`src/verilog/cmps_params.svh`:
```
// Constants for the control-mode pin select block and its host end
//
// Function
// - Floating mode pin selects extended control mode
// - Pin-strapped mode: serial port off, pins rule
// - Swing pin low reduced, high normal swing
// - Edge pin low negative, high positive edge
// - Floating edge pin selects double data rate
// - Delay pin low short, high long; driven
// - Extended mode: pins become clock, data, select
// - Host writes all eight registers before use
// - First interleave write loads the default value
// - Non-default interleave settings only after full initial write
`ifndef CMPS_PARAMS_SVH
`define CMPS_PARAMS_SVH

// Pin slots on the link
`define CMPS_NPINS         4
`define CMPS_PIN_SWING     0
`define CMPS_PIN_EDGE      1
`define CMPS_PIN_CAL       2
`define CMPS_PIN_MODE      3

// Serial frame: 4 address bits then 16 data bits, MSB first
`define CMPS_ADDR_W        4
`define CMPS_DATA_W        16
`define CMPS_FRAME_BITS    20
`define CMPS_CNT_W         5
`define CMPS_NREGS         8
`define CMPS_SLOT_W        3

// Device register map
`define CMPS_ILV_ADDR      4'hd
`define CMPS_ILV_SLOT      3'h6
`define CMPS_ILV_RESET     16'h3fff
`define CMPS_REG_RESET     16'h0000

// Host register offsets
`define CMPS_HOST_CTRL     4'h0
`define CMPS_HOST_SADDR    4'h1
`define CMPS_HOST_SERIAL_BIT_INPUT    4'h2
`define CMPS_HOST_GO       4'h3
`define CMPS_HOST_STATUS   4'h4

// Host control fields and reset value
`define CMPS_CTRL_EXT      0
`define CMPS_CTRL_RANGE    1
`define CMPS_CTRL_SWING    2
`define CMPS_CTRL_EDGE_LO  3
`define CMPS_CTRL_EDGE_HI  4
`define CMPS_CTRL_CAL      5
`define CMPS_CTRL_RESET    16'h000e
`define CMPS_EDGE_NEG      2'h0
`define CMPS_EDGE_POS      2'h1
`define CMPS_EDGE_DDR      2'h2

// Host status fields
`define CMPS_STAT_BUSY     0
`define CMPS_STAT_INIT     1
`define CMPS_STAT_REFUSED  2
`define CMPS_STAT_MASK_LO  8

// Serial clock timing
`define CMPS_REF_PERIOD_NS 100
`define CMPS_SCLK_HALF_NS  200
`define CMPS_SCLK_HALF_CYC \
   ((`CMPS_SCLK_HALF_NS + `CMPS_REF_PERIOD_NS - 1) / `CMPS_REF_PERIOD_NS)

`endif

```
`src/verilog/cmps_pkg.sv`:
```
// Types and shared decoding for the control-mode pin select block
`include "cmps_params.svh"

package cmps_pkg;

   typedef logic [`CMPS_ADDR_W-1:0] cmps_addr_t;
   typedef logic [`CMPS_DATA_W-1:0] cmps_data_t;
   typedef logic [`CMPS_SLOT_W-1:0] cmps_slot_t;

   typedef enum logic [2:0] {
      HST_IDLE,
      HST_LEAD,
      HST_LOW,
      HST_HIGH,
      HST_TAIL
   } cmps_hst_e;

   // Bit 3 flags a user register, bits 2:0 give its slot
   function automatic logic [3:0] cmps_slot_of(input cmps_addr_t addr);
      case (addr)
         4'h1:    cmps_slot_of = 4'h8;
         4'h2:    cmps_slot_of = 4'h9;
         4'h3:    cmps_slot_of = 4'ha;
         4'h9:    cmps_slot_of = 4'hb;
         4'ha:    cmps_slot_of = 4'hc;
         4'hb:    cmps_slot_of = 4'hd;
         4'hd:    cmps_slot_of = 4'he;
         4'he:    cmps_slot_of = 4'hf;
         default: cmps_slot_of = 4'h0;
      endcase
   endfunction : cmps_slot_of

endpackage : cmps_pkg

```
`src/verilog/cmps_link_if.sv`:
```
// Strap and serial pins between host and device
`timescale 1ns/100ps
`include "cmps_params.svh"

interface cmps_link_if;
   logic [`CMPS_NPINS-1:0] pin_level;
   logic [`CMPS_NPINS-1:0] pin_oe;

   modport host (
      output pin_level,
      output pin_oe
   );

   modport device (
      input  pin_level,
      input  pin_oe
   );
endinterface : cmps_link_if

```
`src/verilog/cmps_frame_rx.sv`:
```
// Serial frame receiver on the link clock
`timescale 1ns/100ps
`include "cmps_params.svh"

module cmps_frame_rx
   import cmps_pkg::*;
(
   // Clock and reset
   input  logic               link_clk,
   input  logic               reset_n,
   // Sampled serial pins
   input  logic               sel_act,
   input  logic               sclk_rise,
   input  logic               sbit,
   // Frame out
   output logic               frame_vld,
   output cmps_pkg::cmps_addr_t frame_addr,
   output cmps_pkg::cmps_data_t frame_data
);
   import cmps_pkg::*;

   logic [`CMPS_FRAME_BITS-1:0] shift_r;
   logic [`CMPS_CNT_W-1:0]      cnt_r;
   logic                        vld_r;
   logic                        last_bit;

   assign last_bit = (cnt_r == `CMPS_CNT_W'(`CMPS_FRAME_BITS - 1));

   // Deselect drops a part frame, so a glitchy host never half-writes
   always_ff @(posedge link_clk or negedge reset_n) begin
      if (!reset_n) begin
         cnt_r <= '0;
      end else if (!sel_act) begin
         cnt_r <= '0;
      end else if (sclk_rise &&
                   cnt_r != `CMPS_CNT_W'(`CMPS_FRAME_BITS)) begin
         cnt_r <= cnt_r + `CMPS_CNT_W'(1);
      end
   end

   always_ff @(posedge link_clk or negedge reset_n) begin
      if (!reset_n) begin
         shift_r <= '0;
      end else if (sel_act && sclk_rise &&
                   cnt_r != `CMPS_CNT_W'(`CMPS_FRAME_BITS)) begin
         shift_r <= {shift_r[`CMPS_FRAME_BITS-2:0], sbit};
      end
   end

   always_ff @(posedge link_clk or negedge reset_n) begin
      if (!reset_n) begin
         vld_r <= 1'b0;
      end else begin
         vld_r <= sel_act && sclk_rise && last_bit;
      end
   end

   assign frame_vld  = vld_r;
   assign frame_addr = shift_r[`CMPS_FRAME_BITS-1:`CMPS_DATA_W];
   assign frame_data = shift_r[`CMPS_DATA_W-1:0];

endmodule : cmps_frame_rx

```
`src/verilog/cmps_device.sv`:
```
// Device end: strap decode, serial register port, user registers
//
// Chosen here: the serial clock, data and select port.
`timescale 1ns/100ps
`include "cmps_params.svh"

module cmps_device
   import cmps_pkg::*;
(
   // Link clock and reset
   input  logic                   link_clk,
   input  logic                   reset_n,
   // Pins
   cmps_link_if.device            link,
   // Decoded mode
   output logic                   ext_mode,
   output logic                   serial_active,
   output logic                   range_normal,
   output logic                   swing_normal,
   output logic                   edge_pos,
   output logic                   ddr_mode,
   output logic                   cal_wait_long,
   // Register contents
   output cmps_pkg::cmps_data_t   interleave_enable,
   output logic [`CMPS_NREGS-1:0] written_mask,
   output logic                   all_written,
   input  cmps_pkg::cmps_slot_t   rd_slot,
   output cmps_pkg::cmps_data_t   rd_data
);
   import cmps_pkg::*;

   logic [`CMPS_NPINS-1:0] lvl_s1_r;
   logic [`CMPS_NPINS-1:0] lvl_s2_r;
   logic [`CMPS_NPINS-1:0] drv_s1_r;
   logic [`CMPS_NPINS-1:0] drv_s2_r;
   logic                   sclk_prev_r;
   logic                   ext_r;
   logic                   sel_r;
   logic                   range_r;
   logic                   swing_r;
   logic                   edge_r;
   logic                   ddr_r;
   logic                   cal_r;
   cmps_data_t             regs_r [`CMPS_NREGS];
   logic [`CMPS_NREGS-1:0] written_r;
   cmps_data_t             rd_data_r;
   cmps_slot_t             slot_s1_r, slot_s2_r;
   logic                   ext_now;
   logic                   sel_now;
   logic                   sclk_now;
   logic                   sclk_rise;
   logic                   frame_vld;
   cmps_addr_t             frame_addr;
   cmps_data_t             frame_data;
   logic [3:0]             frame_slot;

   // Pins come from another clock: two flops before any use
   always_ff @(posedge link_clk or negedge reset_n) begin
      if (!reset_n) begin
         lvl_s1_r <= 4'hb;
         lvl_s2_r <= 4'hb;
      end else begin
         lvl_s1_r <= link.pin_level;
         lvl_s2_r <= lvl_s1_r;
      end
   end

   // Output enable stands in for the float sense of a real pad
   always_ff @(posedge link_clk or negedge reset_n) begin
      if (!reset_n) begin
         drv_s1_r <= '1;
         drv_s2_r <= '1;
      end else begin
         drv_s1_r <= link.pin_oe;
         drv_s2_r <= drv_s1_r;
      end
   end

   assign ext_now = !drv_s2_r[`CMPS_PIN_MODE];

   always_ff @(posedge link_clk or negedge reset_n) begin
      if (!reset_n) begin
         ext_r <= 1'b0;
      end else begin
         ext_r <= ext_now;
      end
   end

   // Range follows the mode pin only while it is driven
   always_ff @(posedge link_clk or negedge reset_n) begin
      if (!reset_n) begin
         range_r <= 1'b1;
      end else if (!ext_now) begin
         range_r <= lvl_s2_r[`CMPS_PIN_MODE];
      end
   end

   // Strapped settings hold their last value in extended mode
   always_ff @(posedge link_clk or negedge reset_n) begin
      if (!reset_n) begin
         swing_r <= 1'b1;
      end else if (!ext_now) begin
         swing_r <= lvl_s2_r[`CMPS_PIN_SWING];
      end
   end

   always_ff @(posedge link_clk or negedge reset_n) begin
      if (!reset_n) begin
         edge_r <= 1'b1;
         ddr_r  <= 1'b0;
      end else if (!ext_now) begin
         if (drv_s2_r[`CMPS_PIN_EDGE]) begin
            edge_r <= lvl_s2_r[`CMPS_PIN_EDGE];
            ddr_r  <= 1'b0;
         end else begin
            ddr_r  <= 1'b1;
         end
      end
   end

   // Delay pin must be driven; a floating pin keeps the old setting
   always_ff @(posedge link_clk or negedge reset_n) begin
      if (!reset_n) begin
         cal_r <= 1'b0;
      end else if (!ext_now && drv_s2_r[`CMPS_PIN_CAL]) begin
         cal_r <= lvl_s2_r[`CMPS_PIN_CAL];
      end
   end

   // Pins turn into the serial port only in extended mode
   assign sclk_now = ext_now && lvl_s2_r[`CMPS_PIN_SWING];
   assign sel_now  = ext_now && drv_s2_r[`CMPS_PIN_CAL] &&
                     !lvl_s2_r[`CMPS_PIN_CAL];

   always_ff @(posedge link_clk or negedge reset_n) begin
      if (!reset_n) begin
         sclk_prev_r <= 1'b0;
      end else begin
         sclk_prev_r <= sclk_now;
      end
   end

   assign sclk_rise = sclk_now && !sclk_prev_r && sel_now;

   always_ff @(posedge link_clk or negedge reset_n) begin
      if (!reset_n) begin
         sel_r <= 1'b0;
      end else begin
         sel_r <= sel_now;
      end
   end

   cmps_frame_rx u_rx (
      .link_clk   (link_clk),
      .reset_n    (reset_n),
      .sel_act    (sel_now),
      .sclk_rise  (sclk_rise),
      .sbit       (lvl_s2_r[`CMPS_PIN_EDGE]),
      .frame_vld  (frame_vld),
      .frame_addr (frame_addr),
      .frame_data (frame_data)
   );

   assign frame_slot = cmps_slot_of(frame_addr);

   // One register per slot; unknown addresses are dropped
   for (genvar i = 0; i < `CMPS_NREGS; i++) begin : g_reg
      localparam cmps_data_t RST = (i == `CMPS_ILV_SLOT) ?
                                   `CMPS_ILV_RESET : `CMPS_REG_RESET;
      always_ff @(posedge link_clk or negedge reset_n) begin
         if (!reset_n) begin
            regs_r[i] <= RST;
         end else if (frame_vld && frame_slot[3] &&
                      frame_slot[2:0] == `CMPS_SLOT_W'(i)) begin
            regs_r[i] <= frame_data;
         end
      end

      always_ff @(posedge link_clk or negedge reset_n) begin
         if (!reset_n) begin
            written_r[i] <= 1'b0;
         end else if (frame_vld && frame_slot[3] &&
                      frame_slot[2:0] == `CMPS_SLOT_W'(i)) begin
            written_r[i] <= 1'b1;
         end
      end
   end

   always_ff @(posedge link_clk or negedge reset_n) begin
      if (!reset_n) begin
         rd_data_r <= '0;
         slot_s1_r <= '0;
         slot_s2_r <= '0;
      end else begin
         slot_s1_r <= rd_slot;
         slot_s2_r <= slot_s1_r;
         rd_data_r <= regs_r[slot_s2_r];
      end
   end

   assign ext_mode          = ext_r;
   assign serial_active     = sel_r;
   assign range_normal      = range_r;
   assign swing_normal      = swing_r;
   assign edge_pos          = edge_r;
   assign ddr_mode          = ddr_r;
   assign cal_wait_long     = cal_r;
   assign interleave_enable = regs_r[`CMPS_ILV_SLOT];
   assign written_mask      = written_r;
   assign all_written       = &written_r;
   assign rd_data           = rd_data_r;

endmodule : cmps_device

```
`src/flat_wrapper.sv`:
```
// flat-port wrapper written by rule: the top's interface ports become plain ports
module cmps_device_flat import cmps_pkg::*;
  (link_clk, reset_n, ext_mode, serial_active, range_normal, swing_normal, edge_pos, ddr_mode, cal_wait_long, interleave_enable, written_mask, all_written, rd_slot, rd_data, link_pin_level, link_pin_oe);
  cmps_link_if link_i ();
  input  logic link_clk;
  input  logic reset_n;
  output logic ext_mode;
  output logic serial_active;
  output logic range_normal;
  output logic swing_normal;
  output logic edge_pos;
  output logic ddr_mode;
  output logic cal_wait_long;
  output cmps_pkg::cmps_data_t interleave_enable;
  output logic [`CMPS_NREGS-1:0] written_mask;
  output logic all_written;
  input  cmps_pkg::cmps_slot_t rd_slot;
  output cmps_pkg::cmps_data_t rd_data;
  input wire logic [$bits(link_i.pin_level)-1:0] link_pin_level;
  input wire logic [$bits(link_i.pin_oe)-1:0] link_pin_oe;
  assign link_i.pin_level = link_pin_level;
  assign link_i.pin_oe = link_pin_oe;
  cmps_device u_core (.link_clk(link_clk), .reset_n(reset_n), .link(link_i), .ext_mode(ext_mode), .serial_active(serial_active), .range_normal(range_normal), .swing_normal(swing_normal), .edge_pos(edge_pos), .ddr_mode(ddr_mode), .cal_wait_long(cal_wait_long), .interleave_enable(interleave_enable), .written_mask(written_mask), .all_written(all_written), .rd_slot(rd_slot), .rd_data(rd_data));
endmodule
```
`config.mk`:
```
export PLATFORM = sky130hd
export DESIGN_NAME = cmps_device_flat
export DESIGN_NICKNAME = d
export VERILOG_FILES = /design/src/verilog/cmps_pkg.sv /design/src/verilog/cmps_link_if.sv /design/src/verilog/cmps_frame_rx.sv /design/src/verilog/cmps_device.sv /design/src/flat_wrapper.sv
export VERILOG_INCLUDE_DIRS = /design/src /design/src/verilog
export SDC_FILE = /design/constraint.sdc
export NUM_CORES = 1
export LEC_CHECK = 0
export BUFFER_PORTS_ARGS = -buffer_cell sky130_fd_sc_hd__buf_4
export CAP_MARGIN = 20
export CORE_ASPECT_RATIO = 1.75
export CORE_MARGIN = 3
export CORE_UTILIZATION = 58
export CTS_BUF_LIST = sky130_fd_sc_hd__clkbuf_8 sky130_fd_sc_hd__clkbuf_16
export DETAILED_ROUTE_END_ITERATION = 10
export HOLD_SLACK_MARGIN = 0.15
export PLACE_DENSITY = 0.76
export SLEW_MARGIN = 20
export SYNTH_ARGS = -nofsm -noshare
export SYNTH_HDL_FRONTEND = slang
export SYNTH_HIERARCHICAL = 1
export SYNTH_SLANG_ARGS = --single-unit
```
`constraint.sdc`:
```
create_clock -name link_clk -period 2.55 [get_ports link_clk]
set_input_delay 0.1275 -clock link_clk [delete_from_list [all_inputs] [get_ports link_clk]]
set_output_delay 0.1275 -clock link_clk [all_outputs]
set_load 0.02 [all_outputs]
```
==> impl_metrics.toml, run 1 <==
[run_status]
outcome = "complete, no violations"

[power]
p_leak_uw = 0.00503
powerDensity_nw_per_um2 = 631
max-vdd-ir-drop_mv = 0.618

[setup_path]
crit_required_ps = 2900
setup.worst_path.start = "u_core/u_rx/shift_r[18]$_DFFE_PN0P_"
cp-start-kind = "flop"
critPathCaptureType = "flop"
r2r_end = "u_core/regs_r[84]$_DFFE_PN0P_"
worst-setup-path-type = "reg -> reg"
r2r_cells = 5
rrSetupSlack_ps = 290
r2r_start = "u_core/u_rx/shift_r[18]$_DFFE_PN0P_"
critPathCapture = "u_core/regs_r[84]$_DFFE_PN0P_"
cp.arrival_ps = 2610
crit_path_max_fanout = 11

[finish]
n_antenna_cell = 0
final_core_utilization_pct = 68.5
layout-drive-gt1-share_pct = 57.8
areaGrowthSynthToFinish_pct = 15.4
layout.nets = 619
stdcell_count = 795

[floorplan]
die_y_um = 170
start_util_pct = 59.4
core_um2 = 14900
die_x_um = 99.4
die_area_um2 = 16900
ios = 61
rows = 59

[place]
place_hpwl_mm = 10.5
gp_congestion = 0.806
dpl_worst_slack_ps = 298
dp.cells = 748
portBuffers = 59

[synth]
yosys_warnings = 6
synth_area_um2 = 8860
synth-edff-count = 0
yosysTopAreaCellShare_pct = 50.0
syn_area_per_cell_um2 = 16.8
synth_cell_types = 43
seq_area_frac_synth_pct = 58.6
synth.area.top_cells = "dfrtp_1 (50%), mux2_2 (16%), dfstp_2 (8.6%), mux4_2 (8.1%), mux2_4 (6.4%)"
synth_ff_type = "dfrtp_1"
syn_nets = 549
yosys.area.top_type = "dfrtp_1"
synth_cells = 528
ys_async_sr_fraction_pct = 100
ys_ff_latch = 206

[routing]
vias = 4656
wirelength_mm = 17.0
drtIter0Drc = 136
drt-pass1-iter-count = 4
post_drt_wl_per_cell_um = 21.4
drcViolationCount = 0
ant_nets = 0
viasPerCell = 5.86

[cts]
clkSinkCount = 206
htreeDepth = 1
cts_buffer_depth = 3
clock_latency_ps = 480
path_clk_slew_ps = 60
tritoncts = "done"
cts_hold_buf = 11
clockRootBuffer = "clkbuf_16"
postCtsSetupBuffers = 0
cts_made_buffers = 20
cts_resized = 0

[timing]
report.final.slew_viol_count = 0
fmax_mhz = 442
finalCritPeriodShare_pct = 88.7
tns_ps = 0
skew_ps = 9.99
finalHoldViolations = 0
slew_headroom_pct = 63.5
period_minus_slack_ps = 2260
setup-violations-final = 0
finalWorstSetupSlack_ps = 287
rsz0062_at_grt = "no"
tightestPinTransition_ps = 548

[hold_path]
hp-class = "in -> async"

[global_routing]
grt_max_degree = 68
grt_first_pass_wirelength_mm = 27.7
antenna_found_initial = 0
grt_overflow = 0
track_usage_pct = 21.0
grt_pass1_vias = 5180

[run]
maxCapViolations = 0
==> cell usage in the layout (no fill, tap or decap), types with 4 or more instances in the layout <==
cell type,instances
mux4_2,32
nand4_1,5
mux2_2,129
mux2_4,38
ha_1,8
clkbuf_16,21
buf_12,5
nand2_1,8
buf_4,73
clkbuf_8,5
and3_1,4
nand2b_1,4
inv_1,12
and2_1,4
mux2i_1,4
dfrtp_1,176
or2_2,4
dlygate4sd3_1,11
dfstp_2,29
==> registers in the layout, indices dropped and copies added, names as in the netlist, 3 cells and up <==
name and cells:
u_core/drv_s1_r 3, u_core/drv_s2_r 3, u_core/interleave_enable 16, u_core/lvl_s1_r 4, u_core/lvl_s2_r 4, u_core/rd_data 16
u_core/regs_r 112, u_core/slot_s1_r 3, u_core/slot_s2_r 3, u_core/u_rx/cnt_r 5, u_core/u_rx/shift_r 20, u_core/written_mask 8
==> critical path, cell delays in order, from the launching register on <==
cell and delay [ps]:
dfrtp_1 610, mux2_2 430, a21oi_2 270, and3_1 230, buf_4 240, mux2_2 360
==> kinds of logic (layout without fill, tap and decap cells) <==
kind of cell / after synthesis / count (layout) / synth area share (%)
AOI/OAI and AO/OA: 12 / 12 / 1.21
xor gates and xnor gates: 1 / 1 / 0.0989
adders and majority gates: 8 / 8 / 1.13
buffers and inverters: 49 / 133 / 3.80
DFF: 206 / 206 / 58.6
muxes: 205 / 205 / 31.7
and+or+nand+nor: 47 / 47 / 3.49
==> routing by layer <==
metal / vias to the layer above / part of all wire [%] / GRT usage [%]
met5: - / 0 / 0
met4: 0 / 2.6 / 6.84
met3: 32 / 3.9 / 3.04
met2: 112 / 55 / 37.4
met1: 2479 / 39 / 26.2
li1: 2033 / - / -
==> final cells by class <==
type / count / area [um^2]
flip-flops and latches: 206 / 5190
clock buffers: 25 / 581
well taps: 183 / 229
clock inverters: 11 / 87.6
inverters: 7 / 26.3
multi-input cells: 273 / 3330
repair buffers: 90 / 772
fillers: 982 / 4690
==> where the power goes <==
group          internal (uW)  switching [uW]  total (uW)
clock network           1720            1190        2900
logic                   86.5             124         210
registers               3310            26.3        3340
==> how the worst min path moves through the flow <==
stage | start | end | slack, ps | depth (start not counted)
CTS | reset_n | u_core/regs_r[60]$_DFFE_PN0P_ | 230 | 2
finish | reset_n | u_core/regs_r[60]$_DFFE_PN0P_ | 200 | 2
global route | reset_n | u_core/rd_data[13]$_DFF_PN0_ | 270 | 2
floorplan | reset_n | u_core/cal_wait_long$_DFFE_PN0P_ | -170 | 0
detailed placement | reset_n | u_core/regs_r[60]$_DFFE_PN0P_ | 160 | 1
global placement | reset_n | u_core/rd_data[12]$_DFF_PN0_ | 140 | 1
==> Yosys cell counts, types with 2 or more instances <==
cell        n
or2_2       4
buf_6       9
and3_1      4
mux2_4     38
dfrtp_1   177
nand2_4     2
nand2b_1    4
clkbuf_1    6
nor2_1      3
mux2_1      2
dfstp_2    29
ha_1        8
o21ai_0     3
nand2_1     8
buf_2       5
mux4_2     32
inv_1       7
mux2i_1     4
nor3b_1     3
and2_1      4
buf_4      21
nand3_2     2
mux2_2    129
nand4_1     5
==> through the flow <==
stage	hold slack (ps)	area, um^2	power [uW]
4_1_cts	226	10200	6530
2_1_floorplan	-168	8860	3460
5_1_grt	272	10200	6680
6_report	200	10200	6450
3_5_place_dp	159	9440	3600
3_3_place_gp	144	9440	3590
Power figures use the tool's default switching activity.
==> run 2, diff against run 1 <==
--- a/config.mk
+++ b/config.mk
@@ -8,13 +8,15 @@
 export LEC_CHECK = 0
 export BUFFER_PORTS_ARGS = -buffer_cell sky130_fd_sc_hd__buf_4
 export CAP_MARGIN = 20
+export CELL_PAD_IN_SITES_DETAIL_PLACEMENT = 0
+export CELL_PAD_IN_SITES_GLOBAL_PLACEMENT = 1
 export CORE_ASPECT_RATIO = 1.75
 export CORE_MARGIN = 3
-export CORE_UTILIZATION = 58
+export CORE_UTILIZATION = 51
 export CTS_BUF_LIST = sky130_fd_sc_hd__clkbuf_8 sky130_fd_sc_hd__clkbuf_16
 export DETAILED_ROUTE_END_ITERATION = 10
 export HOLD_SLACK_MARGIN = 0.15
-export PLACE_DENSITY = 0.76
+export PLACE_DENSITY = 0.78
 export SLEW_MARGIN = 20
 export SYNTH_ARGS = -nofsm -noshare
 export SYNTH_HDL_FRONTEND = slang
==> run 2 against run 1 <==
First-iteration DRC count is 10% higher. Routed wire length is 1.6% higher. Count of clock-buffer cells in the layout is 2 lower. Non-clock buffer count is 2 higher. Hold slack better by 38 ps. Cell count is 5.5% higher. Combinational power hardly changed. Die area is 13% higher. Register-to-register slack better by 20 ps. Critical path type unchanged. Critical endpoint is now u_core/regs_r[45]$_DFFE_PN0P_. Largest cell class unchanged.
==> impl_metrics.toml, run 2 (synthesized netlist as in run 1, its figures left out) <==
[run_status]
outcome = "complete, no violations"

[cts]
clkSinkCount = 206
clockRootBuffer = "clkbuf_16"
cts_buffer_depth = 3
cts_made_buffers = 19
path_clk_slew_ps = 60
tritoncts = "done"
htreeDepth = 1
clock_latency_ps = 480

[timing]
rsz0062_at_grt = "no"
period_minus_slack_ps = 2250
report.final.slew_viol_count = 0
finalHoldViolations = 0
tightestPinTransition_ps = 684
tns_ps = 0
fmax_mhz = 445
finalCritPeriodShare_pct = 88.1
slew_headroom_pct = 54.4
setup-violations-final = 0
skew_ps = 12.8
holdWs_ps = 238

[place]
place_hpwl_mm = 10.7
portBuffers = 59
gp_congestion = 0.734
dp.cells = 794

[floorplan]
die_y_um = 180
die_area_um2 = 19100
rows = 63
ios = 61
start_util_pct = 52.0
die_x_um = 106
core_um2 = 17000

[routing]
wirelength_mm = 17.3
viasPerCell = 5.53
drt-pass1-iter-count = 4
drtIter0Drc = 150
post_drt_wl_per_cell_um = 20.6
ant_nets = 0
vias = 4642
drcViolationCount = 0

[setup_path]
worst-setup-path-type = "reg -> reg"
cpLargestDelayFamily = "simple AND/OR/NAND/NOR gates"
crit_required_ps = 2910
crit_path_max_fanout = 10
slowest_delay_ps = 420
cp_slowest_cell = "or3b_4"
setup.worst_path.start = "u_core/u_rx/shift_r[16]$_DFFE_PN0P_"
r2r_cells = 7
cp-start-kind = "flop"
cp_num_cells = 7
cp.arrival_ps = 2600
critical_path.cell_chain = "inv_1 > ha_1 > or3b_4 > a21oi_1 > and3_1 > buf_4 > mux2_2"
r2r_start = "u_core/u_rx/shift_r[16]$_DFFE_PN0P_"
critPathCaptureType = "flop"
worst-path-buf-inv = 2

[finish]
mostFrequentLayoutCells = "dfrtp_1 (176), mux2_2 (129), buf_4 (78)"
regMostFlops = "u_core/regs_r"
layout.nets = 620
largest_register_ff_count = 112
layout-drive-gt1-share_pct = 57.2
stdcell_count = 839
n_antenna_cell = 0
areaGrowthSynthToFinish_pct = 15.0
reg.largest.list = "u_core/regs_r x112, u_core/u_rx/shift_r x20"
fillers = 1339
mostFrequentLayoutCell = "dfrtp_1"

[global_routing]
grt_overflow = 0
track_usage_pct = 18.6
grt_pass1_vias = 5189
grt_first_pass_wirelength_mm = 28.0
antenna_found_initial = 0
grt_max_degree = 84

[hold_path]
hp-class = "in -> async"

[power]
p_leak_uw = 0.00501
powerDensity_nw_per_um2 = 615
max-vdd-ir-drop_mv = 0.562

[run]
maxCapViolations = 0
run 2: cell types whose count changed in the layout (fill, tap and decap cells not counted), sizes merged:
cell and change:
clkinv -4, clkbuf -2, buf +2, clkinvlp -1, inv +5
run 2: timing repair:
action / 4_1_cts / 5_1_grt
hold buffers: 11 / 0
gates resized for setup: 0 / 0
endpoints found under the hold margin: 89 / 0
setup buffers: 0 / 0
run 2: path summary, 6_finish.rpt:
kind | endpoint | slack, ps
worst max-delay path | u_core/regs_r[45]$_DFFE_PN0P_ | 300
worst min register to register | u_core/lvl_s2_r[2]$_DFF_PN0_ | 350
worst min-delay path | u_core/regs_r[60]$_DFFE_PN0P_ | 240
max in group asynchronous | u_core/interleave_enable[7]$_DFFE_PN1P_ | 1430
worst max register to register | u_core/regs_r[45]$_DFFE_PN0P_ | 300
min in group link_clk | u_core/drv_s1_r[1]$_DFF_PN1_ | 290
run 2: layout make-up:
type                    count  area [um^2]  area share, %
flip-flops and latches    206         5190           51.0
repair buffers             92          749           7.36
multi-input cells         273         3330           32.7
inverters                   7         26.3          0.258
clock buffers              23          531           5.21
clock inverters            11         72.6          0.712
well taps                 227          284           2.79
run 2: per-stage QoR:
stage | setup slack, ps | total power, uW | util, % | area (um^2)
2_1_floorplan | 301 | 3460 | - | 8860
3_3_place_gp | 341 | 3590 | 55.6 | 9470
3_5_place_dp | 305 | 3600 | 55.6 | 9470
4_1_cts | 293 | 6370 | 59.8 | 10200
5_1_grt | 218 | 6510 | 59.8 | 10200
6_report | 302 | 6270 | 59.8 | 10200
run 2: routing by layer:
layer  up-vias  wire length [um]  GRT usage [%]
met5         -                 0              0
met4         0               346           4.88
met3        25               570           2.51
met2        84              9580           34.5
met1      2493              6790           22.6
li1       2040                 -              -
run 2: where the power goes:
part,leakage [uW],switching (uW),internal (uW)
clock network,0.000330,1150,1570
logic,0.00193,130,82.5
registers,0.00275,19.3,3310
total,0.00501,1300,4970
==> run 3, diff against run 2 <==
--- a/config.mk
+++ b/config.mk
@@ -13,11 +13,9 @@
 export CORE_ASPECT_RATIO = 1.75
 export CORE_MARGIN = 3
 export CORE_UTILIZATION = 51
-export CTS_BUF_LIST = sky130_fd_sc_hd__clkbuf_8 sky130_fd_sc_hd__clkbuf_16
 export DETAILED_ROUTE_END_ITERATION = 10
 export HOLD_SLACK_MARGIN = 0.15
 export PLACE_DENSITY = 0.78
-export SLEW_MARGIN = 20
 export SYNTH_ARGS = -nofsm -noshare
 export SYNTH_HDL_FRONTEND = slang
 export SYNTH_HIERARCHICAL = 1
==> run 3 against run 2 <==
Worst setup slack barely moved. Cell count unchanged. Global-route usage is the same. Count of clock-buffer cells in the layout up 9.
==> impl_metrics.toml, run 3 (synthesized netlist as in run 1, its figures left out) <==
[place]
dp.cells = 794
placed_cell_area_um2 = 9470
gp_congestion = 0.734
portBuffers = 59
place_hpwl_mm = 10.7

[finish]
mostFrequentLayoutCells = "dfrtp_1 (176), mux2_2 (129), buf_4 (78)"
fillers = 1339
areaGrowthSynthToFinish_pct = 15.0
layout-drive-gt1-share_pct = 57.2
regMostFlops = "u_core/regs_r"
stdcell_count = 839
largest_register_ff_count = 112
n_antenna_cell = 0
reg.largest.list = "u_core/regs_r x112, u_core/u_rx/shift_r x20"
final_core_utilization_pct = 59.8
mostFrequentLayoutCell = "dfrtp_1"
layout.nets = 620
design_area_um2 = 10200

[cts]
htreeDepth = 1
tritoncts = "done"
clock_latency_ps = 480
cts_hold_buf = 11
clockRootBuffer = "clkbuf_16"
cts_buffer_depth = 3
path_clk_slew_ps = 60
postCtsSetupBuffers = 0
cts_resized = 0
clkSinkCount = 206
cts_made_buffers = 19

[routing]
drtIter0Drc = 156
vias = 4650
viasPerCell = 5.54
post_drt_wl_per_cell_um = 20.6
drt-pass1-iter-count = 4
wirelength_mm = 17.3
ant_nets = 0
drcViolationCount = 0

[power]
powerDensity_nw_per_um2 = 619
p_leak_uw = 0.00497
max-vdd-ir-drop_mv = 0.565

[timing]
finalCritPeriodShare_pct = 88.2
rsz0062_at_grt = "no"
finalHoldViolations = 0
slew_headroom_pct = 54.4
fmax_mhz = 445
period_minus_slack_ps = 2250
tns_ps = 0
skew_ps = 13.0
setup-violations-final = 0
holdWs_ps = 237
report.final.slew_viol_count = 0
tightestPinTransition_ps = 683

[setup_path]
cp.arrival_ps = 2600
crit_path_max_fanout = 10
cp_num_cells = 7
critPathCapture = "u_core/regs_r[45]$_DFFE_PN0P_"
critPathCaptureType = "flop"
cp_slowest_cell = "or3b_4"
worst-setup-path-type = "reg -> reg"
r2r_cells = 7
slowest_delay_ps = 420
r2r_start = "u_core/u_rx/shift_r[16]$_DFFE_PN0P_"
crit_required_ps = 2910
setup.worst_path.start = "u_core/u_rx/shift_r[16]$_DFFE_PN0P_"
rrSetupSlack_ps = 300
r2r_end = "u_core/regs_r[45]$_DFFE_PN0P_"
cp-start-kind = "flop"
worst-path-buf-inv = 2
critical_path.cell_chain = "inv_1 > ha_1 > or3b_4 > a21oi_1 > and3_1 > buf_4 > mux2_2"
cpLargestDelayFamily = "simple AND/OR/NAND/NOR gates"

[floorplan]
die_y_um = 180
rows = 63
core_um2 = 17000
die_area_um2 = 19100
ios = 61
die_x_um = 106
start_util_pct = 52.0

[global_routing]
grt_pass1_vias = 5189
grt_max_degree = 84
track_usage_pct = 18.6
grt_overflow = 0
grt_first_pass_wirelength_mm = 28.0
antenna_found_initial = 0

[hold_path]
hp-class = "in -> async"

[run]
maxCapViolations = 0

[run_status]
outcome = "complete, no violations"
## run 3: per-layer routing
layer | global-route usage [%] | share of wire, %
met1 | 22.6 | 39
met2 | 34.5 | 55
met3 | 2.51 | 3.2
met4 | 4.88 | 2.0
met5 | 0 | 0
## run 3: worst min-delay path by stage
stage	startpoint	to
after floorplan	reset_n	u_core/cal_wait_long$_DFFE_PN0P_
after global placement	reset_n	u_core/regs_r[12]$_DFFE_PN0P_
after detailed placement	reset_n	u_core/regs_r[60]$_DFFE_PN0P_
after CTS	link_pin_oe[1]	u_core/drv_s1_r[1]$_DFF_PN1_
after global routing	link_pin_level[2]	u_core/lvl_s1_r[2]$_DFF_PN0_
final	reset_n	u_core/regs_r[60]$_DFFE_PN0P_
## run 3: cell type report
class	count	area, um^2	share of cell area [%]
Sequential cell	206	5190	51.0
Timing Repair Buffer	92	749	7.36
Tap cell	227	284	2.79
Multi-Input combinational cell	273	3330	32.7
Clock inverter	2	38.8	0.381
Inverter	7	26.3	0.258
Clock buffer	32	564	5.54
## run 3: through the flow
| step | setup WS (ps) | total power [uW] |
|---|---|---|
| floorplan | 301 | 3460 |
| global placement | 341 | 3590 |
| detailed placement | 305 | 3600 |
| CTS | 293 | 6400 |
| global route | 218 | 6550 |
| finish | 302 | 6310 |
## run 3: report_power, final
group	switching (uW)	internal, uW	leakage [uW]
sequential	19.3	3310	0.00275
combinational	130	82.5	0.00193
clock	1150	1610	0.000292
